<file path="src/common/socs_pkg.sv">
package socs_pkg;
    // Shift and control word width, fanout pairs
    localparam int SOCS_WORD_W = 11;
    localparam int SOCS_PAIRS = 10;
    localparam int SOCS_SEL_BIT = 10;
    // Shift pulses before the commit pulse
    localparam logic [3:0] SOCS_FILL_COUNT = 4'hB;
    // Control word after reset: all pairs on, primary clock
    // Stage 0 holds the source bit, stages 10..1 the pair enables
    localparam logic [10:0] SOCS_CTRL_RESET = 11'h7FE;
    localparam logic [10:0] SOCS_SHIFT_RESET = 11'h000;
    localparam logic [3:0] SOCS_COUNT_RESET = 4'h0;
    // Startup time after enable, and system clock period
    localparam int SOCS_STARTUP_NS = 1000;
    localparam int SOCS_CLK_PERIOD_NS = 25;
    localparam int SOCS_STARTUP_CYC = SOCS_STARTUP_NS / SOCS_CLK_PERIOD_NS;

    typedef enum logic [1:0] {
        SOCS_FILL,
        SOCS_LOCKED
    } socs_phase_e;
endpackage : socs_pkg

</file>
<file path="src/socs_outen_clksel.sv">
`timescale 1ns/1ps
// Operation
// - Eleven-bit shift register plus separate control register
// - Mode high: strobe shifts data into stage zero
// - Eleven shifts fill, twelfth strobe commits word
// - Bit 0 drives pair nine, bit 9 pair zero
// - Control bit 10 picks alternate clock input
// - Zero enable bit tristates that output pair
// - Strobe with mode low resets everything
// - Only one commit accepted after each reset
// - Mode low: all pairs enabled, control ignored
// - Mode low, data high: alternate clock
// - Mode low, data low: primary clock default
// - Enabled pair delivers clock within 1 us
// - Strobe up to 100 MHz; shift logic samples it on the 25 ns clk, so each level must last over one period
module socs_outen_clksel import socs_pkg::*; (
    input wire logic clk,
    input wire logic reset_n,
    input wire logic config_shift_strobe,
    input wire logic serial_data_in,
    input wire logic mode_pin,
    input wire logic primary_clock_in,
    input wire logic alternate_clock_in,
    output logic [9:0] fanout_output_pair,
    output logic [9:0] fanout_output_pair_oe,
    output logic alternate_selected
);
    typedef struct packed {
        logic [2:0] strobe_sync;
        logic [1:0] data_sync;
        logic [1:0] mode_sync;
        logic [10:0] shift_reg;
        logic [10:0] ctrl_reg;
        logic [3:0] count_reg;
        socs_phase_e phase_reg;
        logic [9:0] oe_reg;
        logic sel_reg;
    } socs_state_s;

    socs_state_s state_reg;
    socs_state_s state_next;
    logic strobe_rise;
    logic data_s;
    logic mode_s;
    logic src_clock;

    // Synchronised pins; edge found on second and third stages
    assign data_s = state_reg.data_sync[1];
    assign mode_s = state_reg.mode_sync[1];
    assign strobe_rise = state_reg.strobe_sync[1] &
        ~state_reg.strobe_sync[2];

    // Next-state logic for shift, commit and reset
    always_comb begin
        state_next = state_reg;
        state_next.strobe_sync = {state_reg.strobe_sync[1:0],
            config_shift_strobe};
        state_next.data_sync = {state_reg.data_sync[0], serial_data_in};
        state_next.mode_sync = {state_reg.mode_sync[0], mode_pin};
        if (strobe_rise) begin
            if (!mode_s) begin
                // Reset of machine, shift and control registers
                state_next.shift_reg = SOCS_SHIFT_RESET;
                state_next.ctrl_reg = SOCS_CTRL_RESET;
                state_next.count_reg = SOCS_COUNT_RESET;
                state_next.phase_reg = SOCS_FILL;
            end else if (state_reg.phase_reg == SOCS_FILL) begin
                if (state_reg.count_reg < SOCS_FILL_COUNT) begin
                    // New bit enters stage zero, others move up
                    state_next.shift_reg = {state_reg.shift_reg[9:0],
                        data_s};
                    state_next.count_reg = state_reg.count_reg + 4'h1;
                end else begin
                    state_next.ctrl_reg = state_reg.shift_reg;
                    state_next.phase_reg = SOCS_LOCKED;
                end
            end
            // Locked phase: further strobes leave control alone
        end
        // Output enables and source choice
        if (!mode_s) begin
            state_next.oe_reg = {SOCS_PAIRS{1'b1}};
            state_next.sel_reg = data_s;
        end else begin
            // First shifted bit ends in stage 10 after eleven shifts;
            // stage 10 is bit 0 -> pair 9, stage 1 is bit 9 -> pair 0
            for (int i = 0; i < SOCS_PAIRS; i++) begin
                state_next.oe_reg[i] = state_reg.ctrl_reg[i + 1];
            end
            state_next.sel_reg = state_reg.ctrl_reg[0];
        end
    end

    // State register
    always_ff @(posedge clk or negedge reset_n) begin
        if (!reset_n) begin
            state_reg <= '{strobe_sync: 3'h0, data_sync: 2'h0,
                mode_sync: 2'h0, shift_reg: SOCS_SHIFT_RESET,
                ctrl_reg: SOCS_CTRL_RESET, count_reg: SOCS_COUNT_RESET,
                phase_reg: SOCS_FILL, oe_reg: 10'h3FF, sel_reg: 1'b0};
        end else begin
            state_reg <= state_next;
        end
    end

    // Clock path is combinational fanout of the chosen source
    assign src_clock = state_reg.sel_reg ? alternate_clock_in
        : primary_clock_in;
    assign fanout_output_pair = {SOCS_PAIRS{src_clock}} &
        state_reg.oe_reg;
    assign fanout_output_pair_oe = state_reg.oe_reg;
    assign alternate_selected = state_reg.sel_reg;

    // Each pair carries the source clock only while enabled
    for (genvar p = 0; p < SOCS_PAIRS; p++) begin : g_pair_chk

    end
endmodule : socs_outen_clksel

</file>
<file path="config.mk">
export PLATFORM = sky130hd
export DESIGN_NAME = socs_outen_clksel
export DESIGN_NICKNAME = d
export VERILOG_FILES = /design/src/common/socs_pkg.sv /design/src/socs_outen_clksel.sv
export SDC_FILE = /design/constraint.sdc
export NUM_CORES = 1
export LEC_CHECK = 0
export BUFFER_PORTS_ARGS = -buffer_cell sky130_fd_sc_hd__buf_2
export CAP_MARGIN = 40
export CORE_ASPECT_RATIO = 0.75
export CORE_MARGIN = 3
export CORE_UTILIZATION = 60
export CTS_CLUSTER_DIAMETER = 50
export DETAILED_ROUTE_END_ITERATION = 7
export PLACE_DENSITY = 0.83
export SYNTH_ARGS = -nofsm -noshare
export SYNTH_HDL_FRONTEND = slang
export SYNTH_SLANG_ARGS = --single-unit
</file>
<file path="constraint.sdc">
create_clock -name clk -period 3.6 [get_ports clk]
set_input_delay 0.18 -clock clk [delete_from_list [all_inputs] [get_ports clk]]
set_output_delay 0.18 -clock clk [all_outputs]
set_load 0.02 [all_outputs]
</file>
# ---- Yosys cells after proc, flatten, opt, wreduce, memory -nomap -nowiden
# Index checks and enable logic that the tools add are counted.
dict set report totals {
  output_inout_bits 21
  ff_bits 46
  elab_cells 28
  in_bits 7
}
dict set report op_classes {
  addsub 1
  reduce_logical 3
  muxes 8
  magnitude_cmp 1
  eq_ne 3
  bitwise_logic 3
}
# cell count
set ops {}
lappend ops {{$mux W28} 2}
lappend ops {{$mux W11} 3}
lappend ops {{$and A10 B10 Y10} 1}
lappend ops {{$reduce_and A3 Y1} 2}
lappend ops {{$add A4 B1 Y4 const B} 1}
lappend ops {{$lt A4 B4 Y1 const B} 1}
lappend ops {{$mux W4} 1}
lappend ops {{$ne A2 B1 Y1 const B} 2}
lappend ops {{$logic_not A2 Y1} 1}
lappend ops {{$mux W2} 1}
lappend ops {{$ne A2 B2 Y1 const B} 1}
lappend ops {{$and A1 B1 Y1} 1}
lappend ops {{$mux W1} 1}
lappend ops {{$not A1 Y1} 1}

# ---- Depth between registers and ports, before layout
# Gate-level depths: netlist of run 1.
dict set report depth {
  word_depth 4
  ltp_mapped 5
  ltp_nobuf 4
}

# ---- Least setup slack after synthesis of run 1
# Ideal clock, no wire load.
dict set report synth_path {
  kind {register to register}
  from {reg state_reg[13] in the netlist's numbering}
  to {reg state_reg[28] in the netlist's numbering}
  path_buffers 1
  setup_time_ns 0.142
  arrival_time_ns 1.266
  required_time_ns 3.458
  period_less_slack_ns 1.409
  path_stages_with_launch 5
  slack_ns 2.191
  path_cell_list {dfrtp_1 ha_1 o21ai_2 clkbuf_1 o221ai_1}
}
dict set report synth_via {
  elab_chain_len 3
}
# item line
set synth_rtl {}
lappend synth_rtl {{from (decl)} socs_outen_clksel.sv:40} ;# socs_state_s state_reg;
lappend synth_rtl {{from (signal assigned)} socs_outen_clksel.sv:97} ;# state_reg <= '{strobe_sync: 3'h0, data_sync: 2'h0,
lappend synth_rtl {{from (signal assigned)} socs_outen_clksel.sv:102} ;# state_reg <= state_next;
lappend synth_rtl {{$lt A4 B4 Y1} socs_outen_clksel.sv:68} ;# if (state_reg.count_reg < SOCS_FILL_COUNT) begin
lappend synth_rtl {{$ne A2 B1 Y1 (no line)} -}
lappend synth_rtl {{$reduce_and A3 Y1 (no line)} -}
# Every way passes these cells.
# A chain may end at the register's enable or synchronous reset.

# ---- Worst setup path after layout of run 1
dict set report layout_path {
  from {reg state_reg[13] in the netlist's numbering}
  to {reg state_reg[13] in the netlist's numbering}
}
dict set report layout_via {
  elab_chain_len 4
  word_cells_on_any_way 7
  cone_classes {add/sub (1); order compare (1); eq/ne (1); mux (3); reduce/logical (1)}
}
# item line
set layout_rtl {}
lappend layout_rtl {{$add A4 B1 Y4} socs_outen_clksel.sv:72} ;# state_next.count_reg = state_reg.count_reg + 4'h1;
lappend layout_rtl {{$mux W4} socs_outen_clksel.sv:68}
lappend layout_rtl {{$mux W28} socs_outen_clksel.sv:67} ;# end else if (state_reg.phase_reg == SOCS_FILL) begin
lappend layout_rtl {{$mux W28} socs_outen_clksel.sv:61} ;# if (!mode_s) begin
# Parallel ways exist; a longest one is shown, timed or not. The select of a mux whose other input is x is not followed.

==> impl_metrics.py, run 1 <==
metrics = {
    "run_status": {
        "outcome": "finished clean",
    },
    "clock_tree": {
        "cts-root-buf": "clkbuf_8",
        "cts_resized": 0,
        "clk_path_buf_depth": 2,
        "cts_sinks": 45,
        "cts_tree": "done",
        "cts_buffers": 5,
        "postCtsHoldBufs": 4,
        "path_clk_slew_ns": 0.08,
        "cts_setup_buffers": 0,
        "clk_latency_ns": 0.30,
        "cts_max_level": 2,
    },
    "synth": {
        "postSynthAreaPerCell_um2": 10.6,
        "ys_ff_latch": 45,
        "synth_compound_area_frac": 0.188,
        "synth-seq-area-share": 0.561,
        "syn_nets": 202,
        "synth_top_family_by_area": "compound AO/OA/AOI/OAI gates",
        "synth.distinct_cells": 34,
        "muxShareOfSynthArea": 0.00488,
        "synth_cells": 194,
        "synthAdderAreaFrac": 0.00609,
        "synth-simple-area-share": 0.148,
        "synthXorXnorAreaFrac": 0,
        "synth_area_mm2": 0.00205,
        "yosysWarnings": 0,
    },
    "drt": {
        "drt_wl_total_mm": 4.21,
        "ant_nets": 0,
        "drcViolationCount": 0,
        "vias_per_cell": 6.09,
        "vias": 1523,
        "first_iter_violations": 148,
        "dr.pass1.iters": 5,
        "wl_per_cell_um": 16.8,
    },
    "setup_path": {
        "endpoint_kind": "flip-flop",
        "cp_max_fo": 13,
        "arrival_ns": 2.40,
        "r2r_start": "state_reg[13]",
        "cp_cell_sequence": "ha_1 > o21ai_2 > nand3_1 > o311ai_1",
        "required_ns": 3.79,
        "worst-path-buf-inv": 0,
        "crit_slowest_cell": "nand3_1",
        "crit_family": "compound AO/OA/AOI/OAI gates",
        "critPathKind": "reg -> reg",
        "start_kind": "flip-flop",
        "rrSetupSlack_ns": 1.38,
        "worstSetupStartpoint": "state_reg[13]",
        "max_stage_delay_ns": 0.53,
    },
    "final_layout": {
        "final_cell_mix": "27 x buf_2, 25 x dfrtp_1, 20 x dfstp_2",
        "layout_commonest_cell": "buf_2",
        "area_delta_synth_final_pct": 9.99,
        "antennaDiodeCount": 0,
        "largest_reg_flops": 28,
        "nets": 219,
        "drive_above_1_share": 0.274,
    },
    "timing": {
        "tns_ns": 0,
        "hold_violations": 0,
        "max_freq_mhz": 451,
        "rsz0062_at_grt": "no",
        "finalCritPeriodShare": 0.616,
        "fin_crit_ns": 2.22,
        "layout_setup_ws_ns": 1.38,
        "setup_viol": 0,
        "fin_skew_ns": 0.00868,
        "slew_violations": 0,
        "tightest_slew_ns": 0.808,
        "relSlewSlack": 0.446,
    },
    "power": {
        "p_sw_uw": 397,
        "power.density_mw_per_mm2": 573,
        "p_comb_frac": 0.219,
        "switching_share": 0.306,
        "internal-power_uw": 898,
        "clockPowerShare": 0.270,
        "seq_power_share": 0.511,
        "ir_worst_vdd_uv": 412,
        "power.leakage_nw": 0.933,
    },
    "floorplanning": {
        "io_pins": 28,
        "row_count": 17,
        "die_w_um": 73.5,
        "core_area_mm2": 0.00311,
        "die_h_um": 56.7,
        "initial_utilization": 0.661,
        "die-area_mm2": 0.00417,
    },
    "placed_design": {
        "io_buffer_count": 27,
        "place_hpwl_mm": 2.81,
        "dp_slack_ns": 1.48,
        "gp_congestion": 0.881,
    },
    "global_route": {
        "grt_max_degree": 35,
        "grt_pass1_vias": 1422,
        "grt_pass1_wl_mm": 6.85,
        "grt-ovfl-total": 0,
        "antenna_found_initial": 0,
        "grt_usage": 0.219,
    },
    "hold_path": {
        "hp-class": "in -> async",
    },
    "flow_run": {
        "cap_viol_max_count": 0,
    },
}
power by group through the flow:
stage	Combinational, mW	Clock (mW)	Sequential [mW]
after global placement	0.266	0	0.661
after CTS	0.283	0.349	0.660
final	0.283	0.350	0.661
after floorplan	0.225	0	0.656
after global routing	0.312	0.371	0.671
after detailed placement	0.280	0	0.669
worst paths after layout:
path / end / depth (start not counted)
worst max-delay path: state_reg[13] / 4
worst min-delay path: state_reg[34] / 2
worst max register to register: state_reg[13] / 4
worst min register to register: state_next[45] / 0
max in group asynchronous: state_reg[24] / 3
min in group clk: state_next[45] / 0
logic make-up (layout without fill, tap and decap cells):
logic type	Yosys count	after routing
and+or+nand+nor	57	57
AOI/OAI and AO/OA	56	56
DFF	45	45
adders and majority gates	1	1
buffers and inverters	34	52
muxes	1	1
worst reg2reg max path, stage by stage (launching register included):
cell,delay (ns)
dfrtp_1,0.42
ha_1,0.25
o21ai_2,0.50
nand3_1,0.53
o311ai_1,0.41
layout make-up:
type / instances / area [µm²]
Clock buffer: 7 / 97.6
Timing Repair Buffer: 33 / 203
Sequential cell: 45 / 1150
Multi-Input combinational cell: 115 / 713
Tap cell: 38 / 47.5
Fill cell: 206 / 847
Inverter: 11 / 41.3
Clock inverter: 1 / 5.00
synthesized netlist by cell type, drive strengths merged:
cell type,number,area share
dfstp,20,0.26
nand3,5,0.012
nor2b,11,0.034
nand2,16,0.029
nor3,1,0.0079
a21oi,10,0.024
a31oi,1,0.0030
and3,1,0.0030
o311ai,1,0.0043
nor2,9,0.016
nand2b,8,0.024
a211oi,1,0.0037
o211ai,2,0.0073
clkbuf,4,0.0079
mux2i,1,0.0049
or2b,3,0.011
buf,19,0.064
o22a,1,0.0043
o21ai,17,0.043
a311oi,9,0.038
ha,1,0.0061
inv,11,0.020
and2b,1,0.0037
o221ai,12,0.051
o21a,1,0.0037
and2,1,0.0030
dfrtp,25,0.30
o32a,1,0.0049
nand3b,1,0.0037
per-layer routing:
| layer | routed length (µm) | global-route usage | vias to the layer above |
|---|---|---|---|
| li1 | - | - | 713 |
| met4 | 65 | 0.0982 | 0 |
| met5 | 0 | 0 | - |
| met2 | 1940 | 0.331 | 79 |
| met1 | 1830 | 0.303 | 726 |
| met3 | 366 | 0.0447 | 5 |
through the flow:
stage	std cells	hold WS (ns)	util	cell area [µm²]	power [mW]
global placement	237	0.289	0.675	2100	0.927
global route	250	0.331	0.727	2260	1.35
finish	250	0.286	0.727	2260	1.29
CTS	250	0.294	0.727	2260	1.29
detailed placement	238	0.0746	0.681	2120	0.949
floorplan	194	-0.116	-	2050	0.881
No activity file was read; power rests on OpenSTA's default activity.
==> run 2: changes to the inputs <==
--- a/config.mk
+++ b/config.mk
@@ -5,14 +5,15 @@
 export SDC_FILE = /design/constraint.sdc
 export NUM_CORES = 1
 export LEC_CHECK = 0
+export ABC_AREA = 1
 export BUFFER_PORTS_ARGS = -buffer_cell sky130_fd_sc_hd__buf_2
 export CAP_MARGIN = 40
 export CORE_ASPECT_RATIO = 0.75
 export CORE_MARGIN = 3
-export CORE_UTILIZATION = 60
+export CORE_UTILIZATION = 50
 export CTS_CLUSTER_DIAMETER = 50
 export DETAILED_ROUTE_END_ITERATION = 7
-export PLACE_DENSITY = 0.83
+export PLACE_DENSITY = 0.74
 export SYNTH_ARGS = -nofsm -noshare
 export SYNTH_HDL_FRONTEND = slang
 export SYNTH_SLANG_ARGS = --single-unit
==> constraint.sdc (replaced) <==
create_clock -name clk -period 1.8 [get_ports clk]
set_input_delay 0.09 -clock clk [delete_from_list [all_inputs] [get_ports clk]]
set_output_delay 0.09 -clock clk [all_outputs]
set_load 0.02 [all_outputs]
==> run 2 against run 1 <==
Against the previous run:
- non-clock buffer count grew 3
- sequential cell count is the same
- worst hold slack got worse by 0.022 ns
- largest cell class unchanged
==> impl_metrics.py, run 2 <==
metrics = {
    "timing": {
        "tightest_slew_ns": 0.456,
        "hold_violations": 0,
        "finalCritPeriodShare": 0.850,
        "setup_viol": 0,
        "fin_crit_ns": 1.53,
        "rsz0062_at_grt": "no",
        "fin_skew_ns": 0.00691,
        "whs_ns": 0.265,
        "slew_violations": 0,
        "relSlewSlack": 0.696,
        "tns_ns": 0,
        "max_freq_mhz": 654,
    },
    "clock_tree": {
        "path_clk_slew_ns": 0.09,
        "cts_sinks": 45,
        "cts_resized": 0,
        "cts_max_level": 2,
        "cts-root-buf": "clkbuf_8",
        "clk_latency_ns": 0.28,
        "cts_buffers": 5,
        "clk_path_buf_depth": 2,
        "cts_tree": "done",
    },
    "floorplanning": {
        "row_count": 18,
        "initial_utilization": 0.554,
        "die-area_mm2": 0.00466,
        "core_area_mm2": 0.00349,
        "die_w_um": 77.8,
        "die_h_um": 59.9,
        "io_pins": 28,
    },
    "placed_design": {
        "io_buffer_count": 27,
        "gp_congestion": 0.790,
        "place_hpwl_mm": 2.08,
        "post-place-cells": 277,
    },
    "synth": {
        "synth_edf_count": 0,
        "syn_nets": 220,
        "synth_flop_cell": "dfrtp_1",
        "synth-seq-area-share": 0.595,
        "synth_top_cells_by_area": "dfrtp_1 32%, dfstp_2 27%, nand2_1 15%",
        "synth_cells": 212,
        "ys_ff_latch": 45,
        "yosysTopAreaCell": "dfrtp_1",
        "synth_area_mm2": 0.00193,
        "synth.distinct_cells": 19,
        "async_flop_share": 1.00,
        "yosysWarnings": 0,
        "postSynthAreaPerCell_um2": 9.12,
        "post-synth-top-count-cell": "nand2_1",
        "synth_common_cells": "75 x nand2_1, 25 x dfrtp_1, 20 x dfstp_2, 19 x or2_2, 16 x nor2_1",
        "netlist.area_leader.share": 0.324,
    },
    "global_route": {
        "grt_max_degree": 23,
        "grt_usage": 0.150,
        "antenna_found_initial": 0,
        "grt_pass1_wl_mm": 5.47,
        "grt_pass1_vias": 1244,
        "grt-ovfl-total": 0,
    },
    "setup_path": {
        "crit_slowest_cell": "dfrtp_1",
        "critPathKind": "reg -> reg",
        "endpoint_kind": "flip-flop",
        "start_kind": "flip-flop",
        "max_stage_delay_ns": 0.42,
        "cp_cell_sequence": "ha_1 > inv_1 > nand2_1 > nand2_1 > nand2_1 > nor2_2 > nand2_1 > nand2_1",
        "required_ns": 2.03,
        "cp_max_fo": 13,
        "arrival_ns": 1.76,
        "crit_top_cell": "nand2_1",
    },
    "run_status": {
        "outcome": "finished clean",
    },
    "drt": {
        "vias_per_cell": 4.54,
        "ant_nets": 0,
        "dr.pass1.iters": 4,
        "wl_per_cell_um": 10.3,
        "drcViolationCount": 0,
        "first_iter_violations": 52,
        "vias": 1311,
        "drt_wl_total_mm": 2.97,
    },
    "final_layout": {
        "final_cell_mix": "75 x nand2_1, 27 x buf_2, 25 x dfrtp_1",
        "area_delta_synth_final_pct": 14.1,
        "largest_reg_flops": 28,
        "nets": 246,
        "antennaDiodeCount": 0,
        "nFillCells": 294,
        "layout_commonest_cell": "nand2_1",
        "final_util": 0.632,
        "drive_above_1_share": 0.356,
        "fin_cells": 289,
    },
    "flow_run": {
        "cap_viol_max_count": 0,
    },
    "power": {
        "power.leakage_nw": 1.20,
        "ir_worst_vdd_uv": 697,
        "power.density_mw_per_mm2": 1020,
    },
    "hold_path": {
        "hp-class": "in -> async",
    },
}
-- run 2: cell type report --
class	instances	area, µm²	share of cell area
repair buffers	36	213	0.0964
inverters	18	67.6	0.0306
well taps	50	62.6	0.0284
clock inverters	3	45.0	0.0204
clock buffers	5	68.8	0.0312
flip-flops and latches	45	1150	0.522
multi-input cells	132	598	0.271
-- run 2: cells by family (layout without fill, tap and decap cells) --
| family | count (synthesis) | count (layout) | share of synthesized area |
|---|---|---|---|
| buffers and inverters | 35 | 62 | 0.0951 |
| multiplexers | 1 | 1 | 0.00518 |
| AND/OR/NAND/NOR | 129 | 129 | 0.295 |
| flip-flops | 45 | 45 | 0.595 |
| AO/OA/AOI/OAI | 1 | 1 | 0.00259 |
| adder cells (fa/ha/maj) | 1 | 1 | 0.00647 |
-- run 2: worst max-delay path, delay by kind of cell (launching register included) --
family        cells  cell delay, ns
simple gates      6            0.79
fa+ha+maj         1            0.22
buf+inv           1            0.05
flops             1            0.42
-- run 2: repair_timing --
action	in CTS	in global routing
endpoints found under the hold margin	20	0
hold buffers	4	0
buffers inserted	0	0
-- run 2: metrics by stage --
step	setup WS, ns	area [µm²]	power [mW]
final	0.270	2210	2.25
after detailed placement	0.249	2050	1.52
after global routing	0.0760	2210	2.37
after CTS	0.238	2210	2.27
after global placement	0.318	2050	1.51
after floorplan	0.510	1930	1.45
-- run 2: metal layers --
layer / GRT usage / share of wire / vias up
met1: 0.196 / 0.49 / 599
met4: 0.0381 / 0.0057 / 0
met3: 0.0482 / 0.056 / 2
li1: - / - / 677
met2: 0.248 / 0.45 / 33
met5: 0 / 0 / -
-- run 2: where the power goes --
part / switching (mW) / total [mW] / internal [mW]
clock network: 0.335 / 0.751 / 0.417
registers: 0.0488 / 1.19 / 1.14
logic: 0.191 / 0.311 / 0.120
total: 0.574 / 2.25 / 1.68
-- run 2: worst paths after layout --
kind | startpoint | endpoint | slack (ns) | depth (start not counted)
max in group asynchronous | reset_n | state_reg[20] | 0.91 | 3
min in group clk | state_next[42] | data_s | 0.36 | 0
worst max-delay path | state_reg[13] | state_reg[31] | 0.27 | 8
worst min register to register | state_next[42] | data_s | 0.36 | 0
worst min-delay path | reset_n | state_next[44] | 0.26 | 2
worst max register to register | state_reg[13] | state_reg[31] | 0.27 | 8
